--- config.mk ---
export PLATFORM = sky130hd
export DESIGN_NAME = fci_flash_cmd_if
export DESIGN_NICKNAME = d
export VERILOG_FILES = /design/src/fci_pkg.sv /design/src/fci_reg_if.sv /design/src/fci_ahb_slave.sv /design/src/fci_flash_cmd_if.sv /design/src/fci_time_base.sv
export SDC_FILE = /design/constraint.sdc
export NUM_CORES = 1
export LEC_CHECK = 0
export ABC_AREA = 1
export BUFFER_PORTS_ARGS = -buffer_cell sky130_fd_sc_hd__clkbuf_2
export CAP_MARGIN = 20
export CORE_ASPECT_RATIO = 1.1
export CORE_MARGIN = 10
export CORE_UTILIZATION = 53
export CTS_CLUSTER_DIAMETER = 50
export CTS_CLUSTER_SIZE = 10
export DETAILED_ROUTE_END_ITERATION = 8
export GPL_ROUTABILITY_DRIVEN = 1
export PLACE_DENSITY = 0.78
export SLEW_MARGIN = 20
export SYNTH_ARGS = -nofsm -noshare
export SYNTH_HDL_FRONTEND = slang
export SYNTH_HIERARCHICAL = 1
export SYNTH_SLANG_ARGS = --single-unit
--- constraint.sdc ---
create_clock -name hclk -period 1.6 [get_ports hclk]
set_clock_uncertainty 0.05 [all_clocks]
set_input_delay 0.08 -clock hclk [delete_from_list [all_inputs] [get_ports hclk]]
set_output_delay 0.08 -clock hclk [all_outputs]
set_load 0.01 [all_outputs]
--- src/fci_pkg.sv ---
// Constants, register map and state encodings of the flash command interface.
// Assumes a 32-bit AHB-Lite register bus with one register per aligned word.
package fci_pkg;

  // Data path widths
  localparam int unsigned DATA_W = 32;
  localparam int unsigned WORD_W = 16;
  localparam int unsigned SEL_W  = 3;
  localparam int unsigned WORDS  = 8;
  localparam int unsigned DIV_W  = 7;
  localparam int unsigned IDX_W  = 6;

  // Word index of each register; byte address is four times the index
  localparam logic [IDX_W-1:0] IDX_CLKDIV  = 6'h00;
  localparam logic [IDX_W-1:0] IDX_CMD_WORD_SELECT  = 6'h02;
  localparam logic [IDX_W-1:0] IDX_ECC_WORD_SELECT  = 6'h03;
  localparam logic [IDX_W-1:0] IDX_CONFIG  = 6'h04;
  localparam logic [IDX_W-1:0] IDX_STATUS  = 6'h06;
  localparam logic [IDX_W-1:0] IDX_ERRSTAT = 6'h07;
  localparam logic [IDX_W-1:0] IDX_CCOB    = 6'h0a;
  localparam logic [IDX_W-1:0] IDX_ECCR    = 6'h0e;
  localparam logic [IDX_W-1:0] IDX_RSV_A   = 6'h12;
  localparam logic [IDX_W-1:0] IDX_RSV_B   = 6'h13;

  // Address slice that selects the word index
  localparam int unsigned ADDR_IDX_LSB = 2;
  localparam int unsigned ADDR_IDX_MSB = 7;
  localparam int unsigned HTRANS_ACTIVE_BIT = 1;
  localparam logic        HRESP_OKAY = 1'b0;

  // Field positions
  localparam int unsigned STAT_CMD_COMPLETE_FLAG_BIT   = 7;
  localparam int unsigned STAT_ACCESS_ERROR_FLAG_BIT = 5;
  localparam int unsigned STAT_PROTECTION_VIOLATION_FLAG_BIT = 4;
  localparam int unsigned CFG_CCIE_BIT    = 7;
  localparam int unsigned CFG_ERRIE_BIT   = 0;
  localparam int unsigned ERR_DOUBLE_BIT  = 1;
  localparam int unsigned ERR_SINGLE_BIT  = 0;

  // Reset values
  localparam logic [DIV_W-1:0]  CLKDIV_RST = 7'h00;
  localparam logic [SEL_W-1:0]  SEL_RST    = 3'h0;
  localparam logic [WORD_W-1:0] WORD_RST   = 16'h0000;
  localparam logic [DATA_W-1:0] RSV_READ   = 32'h0000_0000;

  typedef enum logic [0:0] {
    FCI_BUS_IDLE   = 1'b0,
    FCI_BUS_RDWAIT = 1'b1
  } fci_bus_state_t;

  typedef enum logic [0:0] {
    FCI_CMD_READY = 1'b0,
    FCI_CMD_BUSY  = 1'b1
  } fci_cmd_state_t;

endpackage : fci_pkg

--- src/fci_reg_if.sv ---
// Register access channel between the bus front end and the register file.
// Assumes one write strobe per cycle and a combinational read return.
interface fci_reg_if;
  logic                      wr_stb;
  logic [fci_pkg::IDX_W-1:0] idx;
  logic [fci_pkg::DATA_W-1:0] wdata;
  logic [fci_pkg::DATA_W-1:0] rdata;

  modport slave (output wr_stb, output idx, output wdata, input rdata);
  modport regs  (input wr_stb, input idx, input wdata, output rdata);
endinterface : fci_reg_if

--- src/fci_ahb_slave.sv ---
// AHB-Lite slave front end: turns bus transfers into register strokes.
// Assumes single word transfers; reads take one wait state, writes none.
module fci_ahb_slave (
  input  wire logic                        hclk,
  input  wire logic                        hresetn,
  input  wire logic                        hsel,
  input  wire logic [fci_pkg::DATA_W-1:0]  haddr,
  input  wire logic [1:0]                  htrans,
  input  wire logic                        hwrite,
  input  wire logic [fci_pkg::DATA_W-1:0]  hwdata,
  input  wire logic                        hready,
  output logic                             hreadyout,
  output logic [fci_pkg::DATA_W-1:0]       hrdata,
  fci_reg_if.slave                         reg_bus
);

  typedef struct packed {
    fci_pkg::fci_bus_state_t    state;
    logic                       ph_wr;
    logic [fci_pkg::IDX_W-1:0]  ph_idx;
    logic [fci_pkg::DATA_W-1:0] rdata;
  } fci_bus_t;

  fci_bus_t r;
  fci_bus_t next_r;

  // Address phase capture; the read wait state lets a preceding write land first
  always_comb begin
    next_r = r;
    next_r.ph_wr = 1'b0;
    case (r.state)
      fci_pkg::FCI_BUS_IDLE: begin
        if (hsel && htrans[fci_pkg::HTRANS_ACTIVE_BIT] && hready) begin
          next_r.ph_idx = haddr[fci_pkg::ADDR_IDX_MSB:fci_pkg::ADDR_IDX_LSB];
          if (hwrite) begin
            next_r.ph_wr = 1'b1;
          end else begin
            next_r.state = fci_pkg::FCI_BUS_RDWAIT;
          end
        end
      end
      fci_pkg::FCI_BUS_RDWAIT: begin
        next_r.rdata = reg_bus.rdata;
        next_r.state = fci_pkg::FCI_BUS_IDLE;
      end
      default: begin
        next_r.state = fci_pkg::FCI_BUS_IDLE;
      end
    endcase
  end

  always_ff @(posedge hclk or negedge hresetn) begin
    if (!hresetn) begin
      r <= '{state: fci_pkg::FCI_BUS_IDLE, ph_wr: 1'b0, ph_idx: '0, rdata: '0};
    end else begin
      r <= next_r;
    end
  end

  // Write data is taken straight from the bus in its data phase
  assign reg_bus.wr_stb = r.ph_wr;
  assign reg_bus.idx    = r.ph_idx;
  assign reg_bus.wdata  = hwdata;
  assign hreadyout      = (r.state != fci_pkg::FCI_BUS_RDWAIT);
  assign hrdata         = r.rdata;

endmodule : fci_ahb_slave

--- src/fci_flash_cmd_if.sv ---
// Flash command interface: register file, command launch and result capture.
// Assumes a memory controller that starts on cmd_start and pulses ctrl_done.
// Register words by index; the byte address is four times the index
//   0x00 flash_clock_divider, bits 6..0
//   0x02 command_object_index, select in bits 2..0
//   0x03 ecc_result_index, select in bits 2..0
//   0x04 interrupt enables: bit 7 completion, bit 0 error
//   0x06 flash_status_reg: bit 7 done, bit 5 access, bit 4 protection
//   0x07 ECC fault flags: bit 1 double, bit 0 single
//   0x0a command_object_array word at the command index
//   0x0e ecc_error_results word at the ECC index
//   0x12 factory_reserved_a and 0x13 factory_reserved_b read zero
//   All other words read zero and ignore writes
module fci_flash_cmd_if #(
  parameter int unsigned WORD_W = fci_pkg::WORD_W,
  parameter int unsigned DIV_W  = fci_pkg::DIV_W
) (
  // Clock, reset and register bus
  input  wire logic                                 hclk,
  input  wire logic                                 hresetn,
  input  wire logic                                 hsel,
  input  wire logic [fci_pkg::DATA_W-1:0]           haddr,
  input  wire logic [1:0]                           htrans,
  input  wire logic                                 hwrite,
  input  wire logic [2:0]                           hsize,
  input  wire logic [fci_pkg::DATA_W-1:0]           hwdata,
  input  wire logic                                 hready,
  output logic                                      hreadyout,
  output logic                                      hresp,
  output logic [fci_pkg::DATA_W-1:0]                hrdata,
  // Command handoff to the memory controller
  output logic                                      cmd_start,
  output logic                                      cmd_busy,
  output logic [fci_pkg::WORDS*WORD_W-1:0]          cmd_words,
  // Results and fault reports from the controller
  input  wire logic                                 ctrl_done,
  input  wire logic                                 res_we,
  input  wire logic [fci_pkg::SEL_W-1:0]            res_sel,
  input  wire logic [WORD_W-1:0]                    res_data,
  input  wire logic                                 access_error_set,
  input  wire logic                                 protection_violation_set,
  input  wire logic                                 ecc_single_set,
  input  wire logic                                 ecc_double_set,
  input  wire logic                                 ecc_we,
  input  wire logic [fci_pkg::SEL_W-1:0]            ecc_sel,
  input  wire logic [WORD_W-1:0]                    ecc_data,
  // Time base and interrupt requests
  output logic                                      flash_time_tick,
  output logic                                      cmd_complete_irq,
  output logic                                      flash_error_irq
);

  localparam int unsigned WORDS = fci_pkg::WORDS;
  localparam int unsigned SEL_W = fci_pkg::SEL_W;
  localparam int unsigned DW    = fci_pkg::DATA_W;

  typedef struct packed {
    fci_pkg::fci_cmd_state_t          state;
    logic [DIV_W-1:0]                 flash_clock_divider;
    logic [SEL_W-1:0]                 cmd_word_select;
    logic [SEL_W-1:0]                 ecc_word_select;
    logic                             cmd_ie;
    logic                             err_ie;
    logic                             access_error_flag;
    logic                             protection_violation_flag;
    logic                             ecc_single_flag;
    logic                             ecc_double_flag;
    logic                             start;
    logic [WORDS-1:0][WORD_W-1:0]     command_object_array;
    logic [WORDS-1:0][WORD_W-1:0]     ecc_error_results;
  } fci_regs_t;

  fci_regs_t r;
  fci_regs_t next_r;

  // Register strokes from the bus front end
  fci_reg_if reg_bus ();

  logic cmd_complete_flag;
  logic wr_clkdiv;
  logic wr_cmd_word_select;
  logic wr_ecc_word_select;
  logic wr_config;
  logic wr_status;
  logic wr_errstat;
  logic wr_ccob;
  logic launch_ok;
  logic acc_clkdiv;
  logic acc_config;
  logic acc_ccob;
  logic clr_access;
  logic clr_protect;
  logic clr_single;
  logic clr_double;

  logic [WORD_W-1:0] cmd_word_rd;
  logic [WORD_W-1:0] ecc_word_rd;

  // Bus front end
  fci_ahb_slave fci_ahb_slave_i (
    .hclk      (hclk),
    .hresetn   (hresetn),
    .hsel      (hsel),
    .haddr     (haddr),
    .htrans    (htrans),
    .hwrite    (hwrite),
    .hwdata    (hwdata),
    .hready    (hready),
    .hreadyout (hreadyout),
    .hrdata    (hrdata),
    .reg_bus   (reg_bus)
  );

  // Program and erase timing runs only while a command executes
  fci_time_base #(
    .DIV_W (DIV_W)
  ) fci_time_base_i (
    .hclk    (hclk),
    .hresetn (hresetn),
    .divider (r.flash_clock_divider),
    .run     (r.state == fci_pkg::FCI_CMD_BUSY),
    .tick    (flash_time_tick)
  );

  assign cmd_complete_flag = (r.state == fci_pkg::FCI_CMD_READY);

  // Write decode; size is ignored since only whole word transfers occur
  assign wr_clkdiv  = reg_bus.wr_stb && (reg_bus.idx == fci_pkg::IDX_CLKDIV);
  assign wr_cmd_word_select  = reg_bus.wr_stb && (reg_bus.idx == fci_pkg::IDX_CMD_WORD_SELECT);
  assign wr_ecc_word_select  = reg_bus.wr_stb && (reg_bus.idx == fci_pkg::IDX_ECC_WORD_SELECT);
  assign wr_config  = reg_bus.wr_stb && (reg_bus.idx == fci_pkg::IDX_CONFIG);
  assign wr_status  = reg_bus.wr_stb && (reg_bus.idx == fci_pkg::IDX_STATUS);
  assign wr_errstat = reg_bus.wr_stb && (reg_bus.idx == fci_pkg::IDX_ERRSTAT);
  assign wr_ccob    = reg_bus.wr_stb && (reg_bus.idx == fci_pkg::IDX_CCOB);

  // A launch needs an idle engine, a written one and both error flags clear
  assign launch_ok = wr_status && reg_bus.wdata[fci_pkg::STAT_CMD_COMPLETE_FLAG_BIT] && cmd_complete_flag
                     && !r.access_error_flag && !r.protection_violation_flag;

  // Divider, enables and parameter words only land between commands
  assign acc_clkdiv = wr_clkdiv && cmd_complete_flag;
  assign acc_config = wr_config && cmd_complete_flag;
  assign acc_ccob   = wr_ccob && cmd_complete_flag;

  // Write-one-to-clear strobes, one for each error flag
  assign clr_access  = wr_status && reg_bus.wdata[fci_pkg::STAT_ACCESS_ERROR_FLAG_BIT];
  assign clr_protect = wr_status && reg_bus.wdata[fci_pkg::STAT_PROTECTION_VIOLATION_FLAG_BIT];
  assign clr_single  = wr_errstat && reg_bus.wdata[fci_pkg::ERR_SINGLE_BIT];
  assign clr_double  = wr_errstat && reg_bus.wdata[fci_pkg::ERR_DOUBLE_BIT];

  // Array words addressed by the two index registers
  assign cmd_word_rd = r.command_object_array[r.cmd_word_select];
  assign ecc_word_rd = r.ecc_error_results[r.ecc_word_select];

  // Next state of the whole register file
  always_comb begin
    next_r = r;
    next_r.start = 1'b0;

    // Divider and interrupt enables are frozen while a command runs
    if (acc_clkdiv) begin
      next_r.flash_clock_divider = reg_bus.wdata[DIV_W-1:0];
    end
    if (acc_config) begin
      next_r.cmd_ie = reg_bus.wdata[fci_pkg::CFG_CCIE_BIT];
      next_r.err_ie = reg_bus.wdata[fci_pkg::CFG_ERRIE_BIT];
    end

    // Index registers keep only their low select bits
    if (wr_cmd_word_select) begin
      next_r.cmd_word_select = reg_bus.wdata[SEL_W-1:0];
    end
    if (wr_ecc_word_select) begin
      next_r.ecc_word_select = reg_bus.wdata[SEL_W-1:0];
    end

    // Parameter words only enter while no command holds the array
    if (acc_ccob) begin
      next_r.command_object_array[r.cmd_word_select] = reg_bus.wdata[WORD_W-1:0];
    end

    // Error flags: software clears by writing one, hardware set wins
    if (clr_access) begin
      next_r.access_error_flag = 1'b0;
    end
    if (clr_protect) begin
      next_r.protection_violation_flag = 1'b0;
    end
    if (clr_single) begin
      next_r.ecc_single_flag = 1'b0;
    end
    if (clr_double) begin
      next_r.ecc_double_flag = 1'b0;
    end

    // Set pulses come after the clears, so a set wins
    if (access_error_set) begin
      next_r.access_error_flag = 1'b1;
    end
    if (protection_violation_set) begin
      next_r.protection_violation_flag = 1'b1;
    end
    if (ecc_single_set) begin
      next_r.ecc_single_flag = 1'b1;
    end
    if (ecc_double_set) begin
      next_r.ecc_double_flag = 1'b1;
    end

    // Fault results are written by the controller whenever it finds one
    if (ecc_we) begin
      next_r.ecc_error_results[ecc_sel] = ecc_data;
    end

    // Command engine
    case (r.state)
      fci_pkg::FCI_CMD_READY: begin
        // A refused launch changes nothing and sets no flag
        if (launch_ok) begin
          next_r.state = fci_pkg::FCI_CMD_BUSY;
          next_r.start = 1'b1;
        end
      end
      fci_pkg::FCI_CMD_BUSY: begin
        // The array carries the results back to software
        if (res_we) begin
          next_r.command_object_array[res_sel] = res_data;
        end
        // A done pulse outside a command is ignored
        if (ctrl_done) begin
          next_r.state = fci_pkg::FCI_CMD_READY;
        end
      end
      default: begin
        next_r.state = fci_pkg::FCI_CMD_READY;
      end
    endcase
  end

  always_ff @(posedge hclk or negedge hresetn) begin
    if (!hresetn) begin
      // Engine idle, selects at zero, flags clear, arrays zeroed
      r.state                     <= fci_pkg::FCI_CMD_READY;
      r.flash_clock_divider       <= fci_pkg::CLKDIV_RST;
      r.cmd_word_select           <= fci_pkg::SEL_RST;
      r.ecc_word_select           <= fci_pkg::SEL_RST;
      r.cmd_ie                    <= 1'b0;
      r.err_ie                    <= 1'b0;
      r.access_error_flag         <= 1'b0;
      r.protection_violation_flag <= 1'b0;
      r.ecc_single_flag           <= 1'b0;
      r.ecc_double_flag           <= 1'b0;
      r.start                     <= 1'b0;
      r.command_object_array      <= '{default: fci_pkg::WORD_RST};
      r.ecc_error_results         <= '{default: fci_pkg::WORD_RST};
    end else begin
      r <= next_r;
    end
  end

  // Read multiplexer; unmapped and reserved words read zero
  always_comb begin
    logic [DW-1:0] rd;
    rd = '0;
    case (reg_bus.idx)
      fci_pkg::IDX_CLKDIV: begin
        rd = DW'(r.flash_clock_divider);
      end
      fci_pkg::IDX_CMD_WORD_SELECT: begin
        // Bits above the select field read zero
        rd = DW'(r.cmd_word_select);
      end
      fci_pkg::IDX_ECC_WORD_SELECT: begin
        rd = DW'(r.ecc_word_select);
      end
      fci_pkg::IDX_CONFIG: begin
        rd[fci_pkg::CFG_CCIE_BIT]  = r.cmd_ie;
        rd[fci_pkg::CFG_ERRIE_BIT] = r.err_ie;
      end
      fci_pkg::IDX_STATUS: begin
        // The completion flag is the idle state of the engine
        rd[fci_pkg::STAT_CMD_COMPLETE_FLAG_BIT]   = cmd_complete_flag;
        rd[fci_pkg::STAT_ACCESS_ERROR_FLAG_BIT] = r.access_error_flag;
        rd[fci_pkg::STAT_PROTECTION_VIOLATION_FLAG_BIT] = r.protection_violation_flag;
      end
      fci_pkg::IDX_ERRSTAT: begin
        rd[fci_pkg::ERR_SINGLE_BIT] = r.ecc_single_flag;
        rd[fci_pkg::ERR_DOUBLE_BIT] = r.ecc_double_flag;
      end
      fci_pkg::IDX_CCOB: begin
        rd = DW'(cmd_word_rd);
      end
      fci_pkg::IDX_ECCR: begin
        rd = DW'(ecc_word_rd);
      end
      fci_pkg::IDX_RSV_A: begin
        rd = fci_pkg::RSV_READ;
      end
      fci_pkg::IDX_RSV_B: begin
        rd = fci_pkg::RSV_READ;
      end
      default: begin
        rd = '0;
      end
    endcase
    reg_bus.rdata = rd;
  end

  // Parameter words handed to the memory controller
  genvar gi;
  generate
    for (gi = 0; gi < WORDS; gi++) begin : g_words
      assign cmd_words[gi*WORD_W +: WORD_W] = r.command_object_array[gi];
    end
  endgenerate

  // Launch pulse, busy level and an always OKAY response
  assign cmd_start = r.start;
  assign cmd_busy  = !cmd_complete_flag;
  assign hresp     = fci_pkg::HRESP_OKAY;

  // Levels follow the flags, so clearing the cause drops the request
  assign cmd_complete_irq = r.cmd_ie && cmd_complete_flag;
  assign flash_error_irq  = r.err_ie && (r.ecc_single_flag || r.ecc_double_flag);

endmodule : fci_flash_cmd_if

--- src/fci_time_base.sv ---
// Flash time base: one tick every (divider + 1) oscillator cycles.
// Assumes the oscillator clock is the module clock; counts only while enabled.
module fci_time_base #(
  parameter int unsigned DIV_W = fci_pkg::DIV_W
) (
  input  wire logic             hclk,
  input  wire logic             hresetn,
  input  wire logic [DIV_W-1:0] divider,
  input  wire logic             run,
  output logic                  tick
);

  typedef struct packed {
    logic [DIV_W-1:0] cnt;
    logic             tick;
  } fci_tb_t;

  fci_tb_t r;
  fci_tb_t next_r;

  // Restarting at run keeps every command's timing aligned to its launch
  always_comb begin
    next_r = r;
    next_r.tick = 1'b0;
    if (!run) begin
      next_r.cnt = '0;
    end else if (r.cnt >= divider) begin
      next_r.cnt  = '0;
      next_r.tick = 1'b1;
    end else begin
      next_r.cnt = DIV_W'(r.cnt + 1'b1);
    end
  end

  always_ff @(posedge hclk or negedge hresetn) begin
    if (!hresetn) begin
      r <= '{cnt: '0, tick: 1'b0};
    end else begin
      r <= next_r;
    end
  end

  assign tick = r.tick;

endmodule : fci_time_base
# Yosys cells after proc, flatten, opt, wreduce, memory -nomap -nowiden
# Index checks and enable logic that the tools add are counted.
dict set report totals {
  reg_bits 325
  out_inout_bits 167
}
dict set report op_classes {
  addsub 1
  order_cmp 8
  eq_ne 7
  muxes 44
  n_bitwise 2
  n_reduce_logical 34
}
# operator n
set ops {}
lappend ops {{bitwise mux 128 bit} 3}
lappend ops {{two-way mux 128 bit} 3}
lappend ops {{demux 16 bit (select 3 bit)} 3}
lappend ops {{binary-select mux 16 bit (select 3 bit)} 2}
lappend ops {{two-way mux 16 bit} 5}
lappend ops {{logical AND 1 bit} 25}
lappend ops {{two-way mux 7 bit} 3}
lappend ops {{equality test 6 x 3 -> 1 bit, second input constant} 3}
lappend ops {{< comparator 3 x 4 -> 1 bit, second input constant} 4}
lappend ops {{one-hot mux 8 bit (2 select lines)} 1}
lappend ops {{two-way mux 1 bit} 15}
lappend ops {{equality test 6 x 2 -> 1 bit, second input constant} 2}
lappend ops {{equality test 6 x 4 -> 1 bit, second input constant} 2}
lappend ops {{one-hot mux 2 bit (5 select lines)} 1}
lappend ops {{greater-or-equal comparator 3 x 1 -> 1 bit, second input constant} 3}
lappend ops {{two-way mux 8 bit} 1}
lappend ops {{one-hot mux 2 bit (4 select lines)} 1}
lappend ops {{nonzero test 2 bit} 4}
lappend ops {{adder 7 x 1 -> 7 bit, second input constant} 1}
lappend ops {{greater-or-equal comparator 7 bit} 1}
lappend ops {{one-hot mux 1 bit (7 select lines)} 1}
lappend ops {{logical NOT 6 bit} 1}
lappend ops {{one-hot mux 1 bit (6 select lines)} 1}
lappend ops {{one-hot mux 1 bit (2 select lines)} 2}
lappend ops {{other kinds (6)} 8}

# Depth between registers and ports, before layout
dict set report depth {
  word_depth 9
  depth_mapped 13
  ltp_nobuf 11
}

# Hierarchy
# Netlist, hierarchy kept.
# mod instances cells_each area_per_inst_um2 seq_area_each_um2
set by_module_without_submodules {}
lappend by_module_without_submodules {fci_flash_cmd_if 1 2632 17240.3 6931.6}
lappend by_module_without_submodules {fci_ahb_slave 1 240 2094.5 1001.0}
lappend by_module_without_submodules {fci_time_base 1 83 586.8 200.2}

# Worst setup path after synthesis
# No wires, ideal clock.
dict set report synth_timing {
  path_type {register to register}
  startpoint {register fci_ahb_slave_i.r (netlist bit fci_ahb_slave_i/reg_bus.idx[5])}
  endpoint {register fci_ahb_slave_i.r (netlist bit fci_ahb_slave_i/hrdata[1])}
  arrival_ps 1517
  required_time_ps 1485
  path_slack_ps -32
  path_stages_with_launch 10
  period_less_slack_ps 1632
  path_cell_list {dfrtp_1 > buf_4 > nor2_2 > inv_1 > nor3_2 > buf_2 > nand3_1 > nand3_1 > nand2_1 > nand2_1}
}
dict set report synth_between {
  elab_chain_cells 2
  elab_cells_between_ends 7
  cone_classes {eq/ne (5); mux (1); reduce/logical (1)}
}
# item line_no
set synth_lines {}
lappend synth_lines {{start: declaration} fci_ahb_slave.sv:24} ;# fci_bus_t r;
lappend synth_lines {{start signal: assignment} fci_ahb_slave.sv:54} ;# r <= '{state: fci_pkg::FCI_BUS_IDLE, ph_wr: 1'b0, ph_idx: '0, rdata: '0};
lappend synth_lines {{start signal: assignment} fci_ahb_slave.sv:56} ;# r <= next_r;
lappend synth_lines {{equality test 6 x 4 -> 1 bit, or another cell as far along} fci_flash_cmd_if.sv:265} ;# case (reg_bus.idx)
lappend synth_lines {{one-hot mux 1 bit (6 select lines) (*)} fci_flash_cmd_if.sv:265}
lappend synth_lines {{via reg_bus.rdata, one bit} fci_reg_if.sv:7} ;# logic [fci_pkg::DATA_W-1:0] rdata;
# The timed path passes the listed nets; every way through them passes the cells marked *.
# A chain may end at the register's enable or synchronous reset.

==> results_dict.tcl <==
set metrics [dict create \
    r2r-end "cmd_words[81]" \
    nNetsFinal 3302 \
    dp_hpwl_um 48100 \
    diodes 0 \
    status "finished, violations left" \
    crit_type "reg -> reg" \
    rows 74 \
    p_per_area_mw_per_mm2 1149 \
    synth.cell_area_mm2 0.01980 \
    vias 21220 \
    fin_ws_ns -0.2078 \
    r2r_cells 9 \
    endpoint "cmd_words[81]" \
    die_x_um 204.3 \
    grt_max_degree 65 \
    worst_slew_pin_slew_ns 0.8881 \
    grt_usage 0.3000 \
    setup_tns_ns -14.86 \
    arrival_ns 2.22 \
    drive_gt1_frac 0.2527 \
    maxSlewHeadroom 0.4079 \
    dp.cells 3494 \
    finalPower_uw 29210 \
    hold_ws_ns 0.05459 \
    postSynthCellCount 2939 \
    firstDrtPassIters 6 \
    first_global_vias 19520 \
    vdd.ir_drop.worst_mv 0.9869 \
    antenna_found_initial 1 \
    fin_area_mm2 0.02542 \
    htreeDepth 2 \
    maxCapViolations 0 \
    grt_pass1_wl_um 108500 \
    io_buffers 238 \
    top_usage_layer "met2" \
    path_clk_slew_ns 0.06 \
    core_area_mm2 0.03704 \
    viasPerCell 5.754 \
    rsz0062_at_grt "true" \
    gp_congestion 1.004 \
    routedWlPerCell_um 20.82 \
    cp_max_fo 22 \
    route.detailed.drc 0 \
    clock.fmax_ghz 0.5532 \
    ios 286 \
    root_buffer "clkbuf_16" \
    dpl_cell_area_mm2 0.02100 \
    final_cell_mix "nand2_1 (1,121), dfrtp_1 (320), inv_1 (248)" \
    drtIter0Drc 2870 \
    setup_viol 141 \
    ant_nets 0 \
    gr-usage-met3 0.06695 \
    r2r-start "r[266]" \
    die_height_um 222.7 \
    use_met2 0.4896 \
    grt-ovfl-total 0 \
    ys.warnings.count 6 \
    final_common_cell "nand2_1" \
    wl_um 76790 \
    cts_tree "yes" \
    die_area_mm2 0.04550 \
    cts_made_buffers 42 \
    min_path_type "in -> reg" \
    worst_setup_path_end_kind "register" \
    worstSetupStartpointType "register" \
    fin_cells 3688 \
    startpoint "r[266]" \
    clockBufferDepth 3 \
    worstSkewPairLatency_ns 0.57 \
    violations "setup timing" \
    synthToLayoutAreaGrowth_pct 28.37 \
    period_needed_ns 1.808 \
    finalCritPeriodShare 1.130 \
    initial_utilization 0.5347 \
    p_leak_uw 0.01372 \
    holdCritStartpoint "hwdata[2]" \
    critPathRequiredTime_ns 2.01 \
    met1_usage 0.3544 \
    hold_violations 0 \
    avgSynthCellArea_um2 6.737 \
    cts_sinks 325 \
    drv_slew 0 \
    r2r_slack_ns -0.21 \
]
-- worst max-delay path, cell delays in order (launching register included) --
cell and delay, ns:
dfrtp_2 0.50, buf_4 0.28, nand3_2 0.18, buf_12 0.20
nand2_1 0.07, o21ai_0 0.10, nand2_1 0.13, nand3_1 0.08
nand2_1 0.07, inv_1 0.04
-- worst min-delay path by stage --
stage                     depth (start not counted)  slack [ns]       end
after detailed placement                          1       -0.03    r[119]
after global placement                            1       -0.04    r[119]
after floorplan                                   0       -0.27  cmd_busy
final                                             4        0.05    r[268]
after global routing                              4        0.05    r[271]
after CTS                                         4      0.0007    r[265]
-- what timing repair did --
action / in CTS / in global routing
endpoints found under the setup margin: 136 / 185
hold buffers: 68 / 0
pin swaps: 12 / 168
cloned: 8 / 26
buffers inserted: 18 / 14
gates resized for setup: 86 / 385
hold endpoints to repair: 560 / 0
-- routing by layer --
metal  vias to the layer above  share of wire
met5                         -        0.00017
met4                         2          0.080
met3                       479           0.11
met2                      1509           0.46
met1                      9844           0.35
li1                       9386              -
-- flip-flops by register name (all words and copies together), names as in the netlist --
| signal | count |
|---|---|
| cmd_busy | 1 |
| cmd_start | 1 |
| cmd_words | 128 |
| fci_ahb_slave_i/hrdata | 32 |
| fci_ahb_slave_i/r | 1 |
| fci_ahb_slave_i/reg_bus.idx | 6 |
| fci_ahb_slave_i/reg_bus.wr_stb | 1 |
| fci_time_base_i/r | 7 |
| fci_time_base_i/tick | 1 |
| r | 147 |
-- power breakdown --
part / internal (uW) / total [uW] / switching [uW] / leakage [uW]
Clock: 5090 / 8790 / 3700 / 0.000601
Sequential: 9490 / 10700 / 1170 / 0.00378
Combinational: 3710 / 9760 / 6040 / 0.00934
-- final cells by class --
type                            count  area [um2]
Fill cell                        2932       11620
Clock inverter                      9       100.1
Clock buffer                       54        1126
Timing Repair Buffer              505        4537
Multi-Input combinational cell   2025        9787
Tap cell                          494       618.1
Timing Repair inverter              1       11.26
Sequential cell                   325        8139
Inverter                          275        1101
-- metrics by stage --
stage                 util  worst slack [ns]
CTS                 0.6364           -0.1046
floorplan                -          -0.01431
finish              0.6864           -0.2078
global route        0.6864           -0.5953
global placement    0.5669           -0.2585
detailed placement  0.5669           -0.2525
Note: power is estimated with default switching activity, not from simulation.
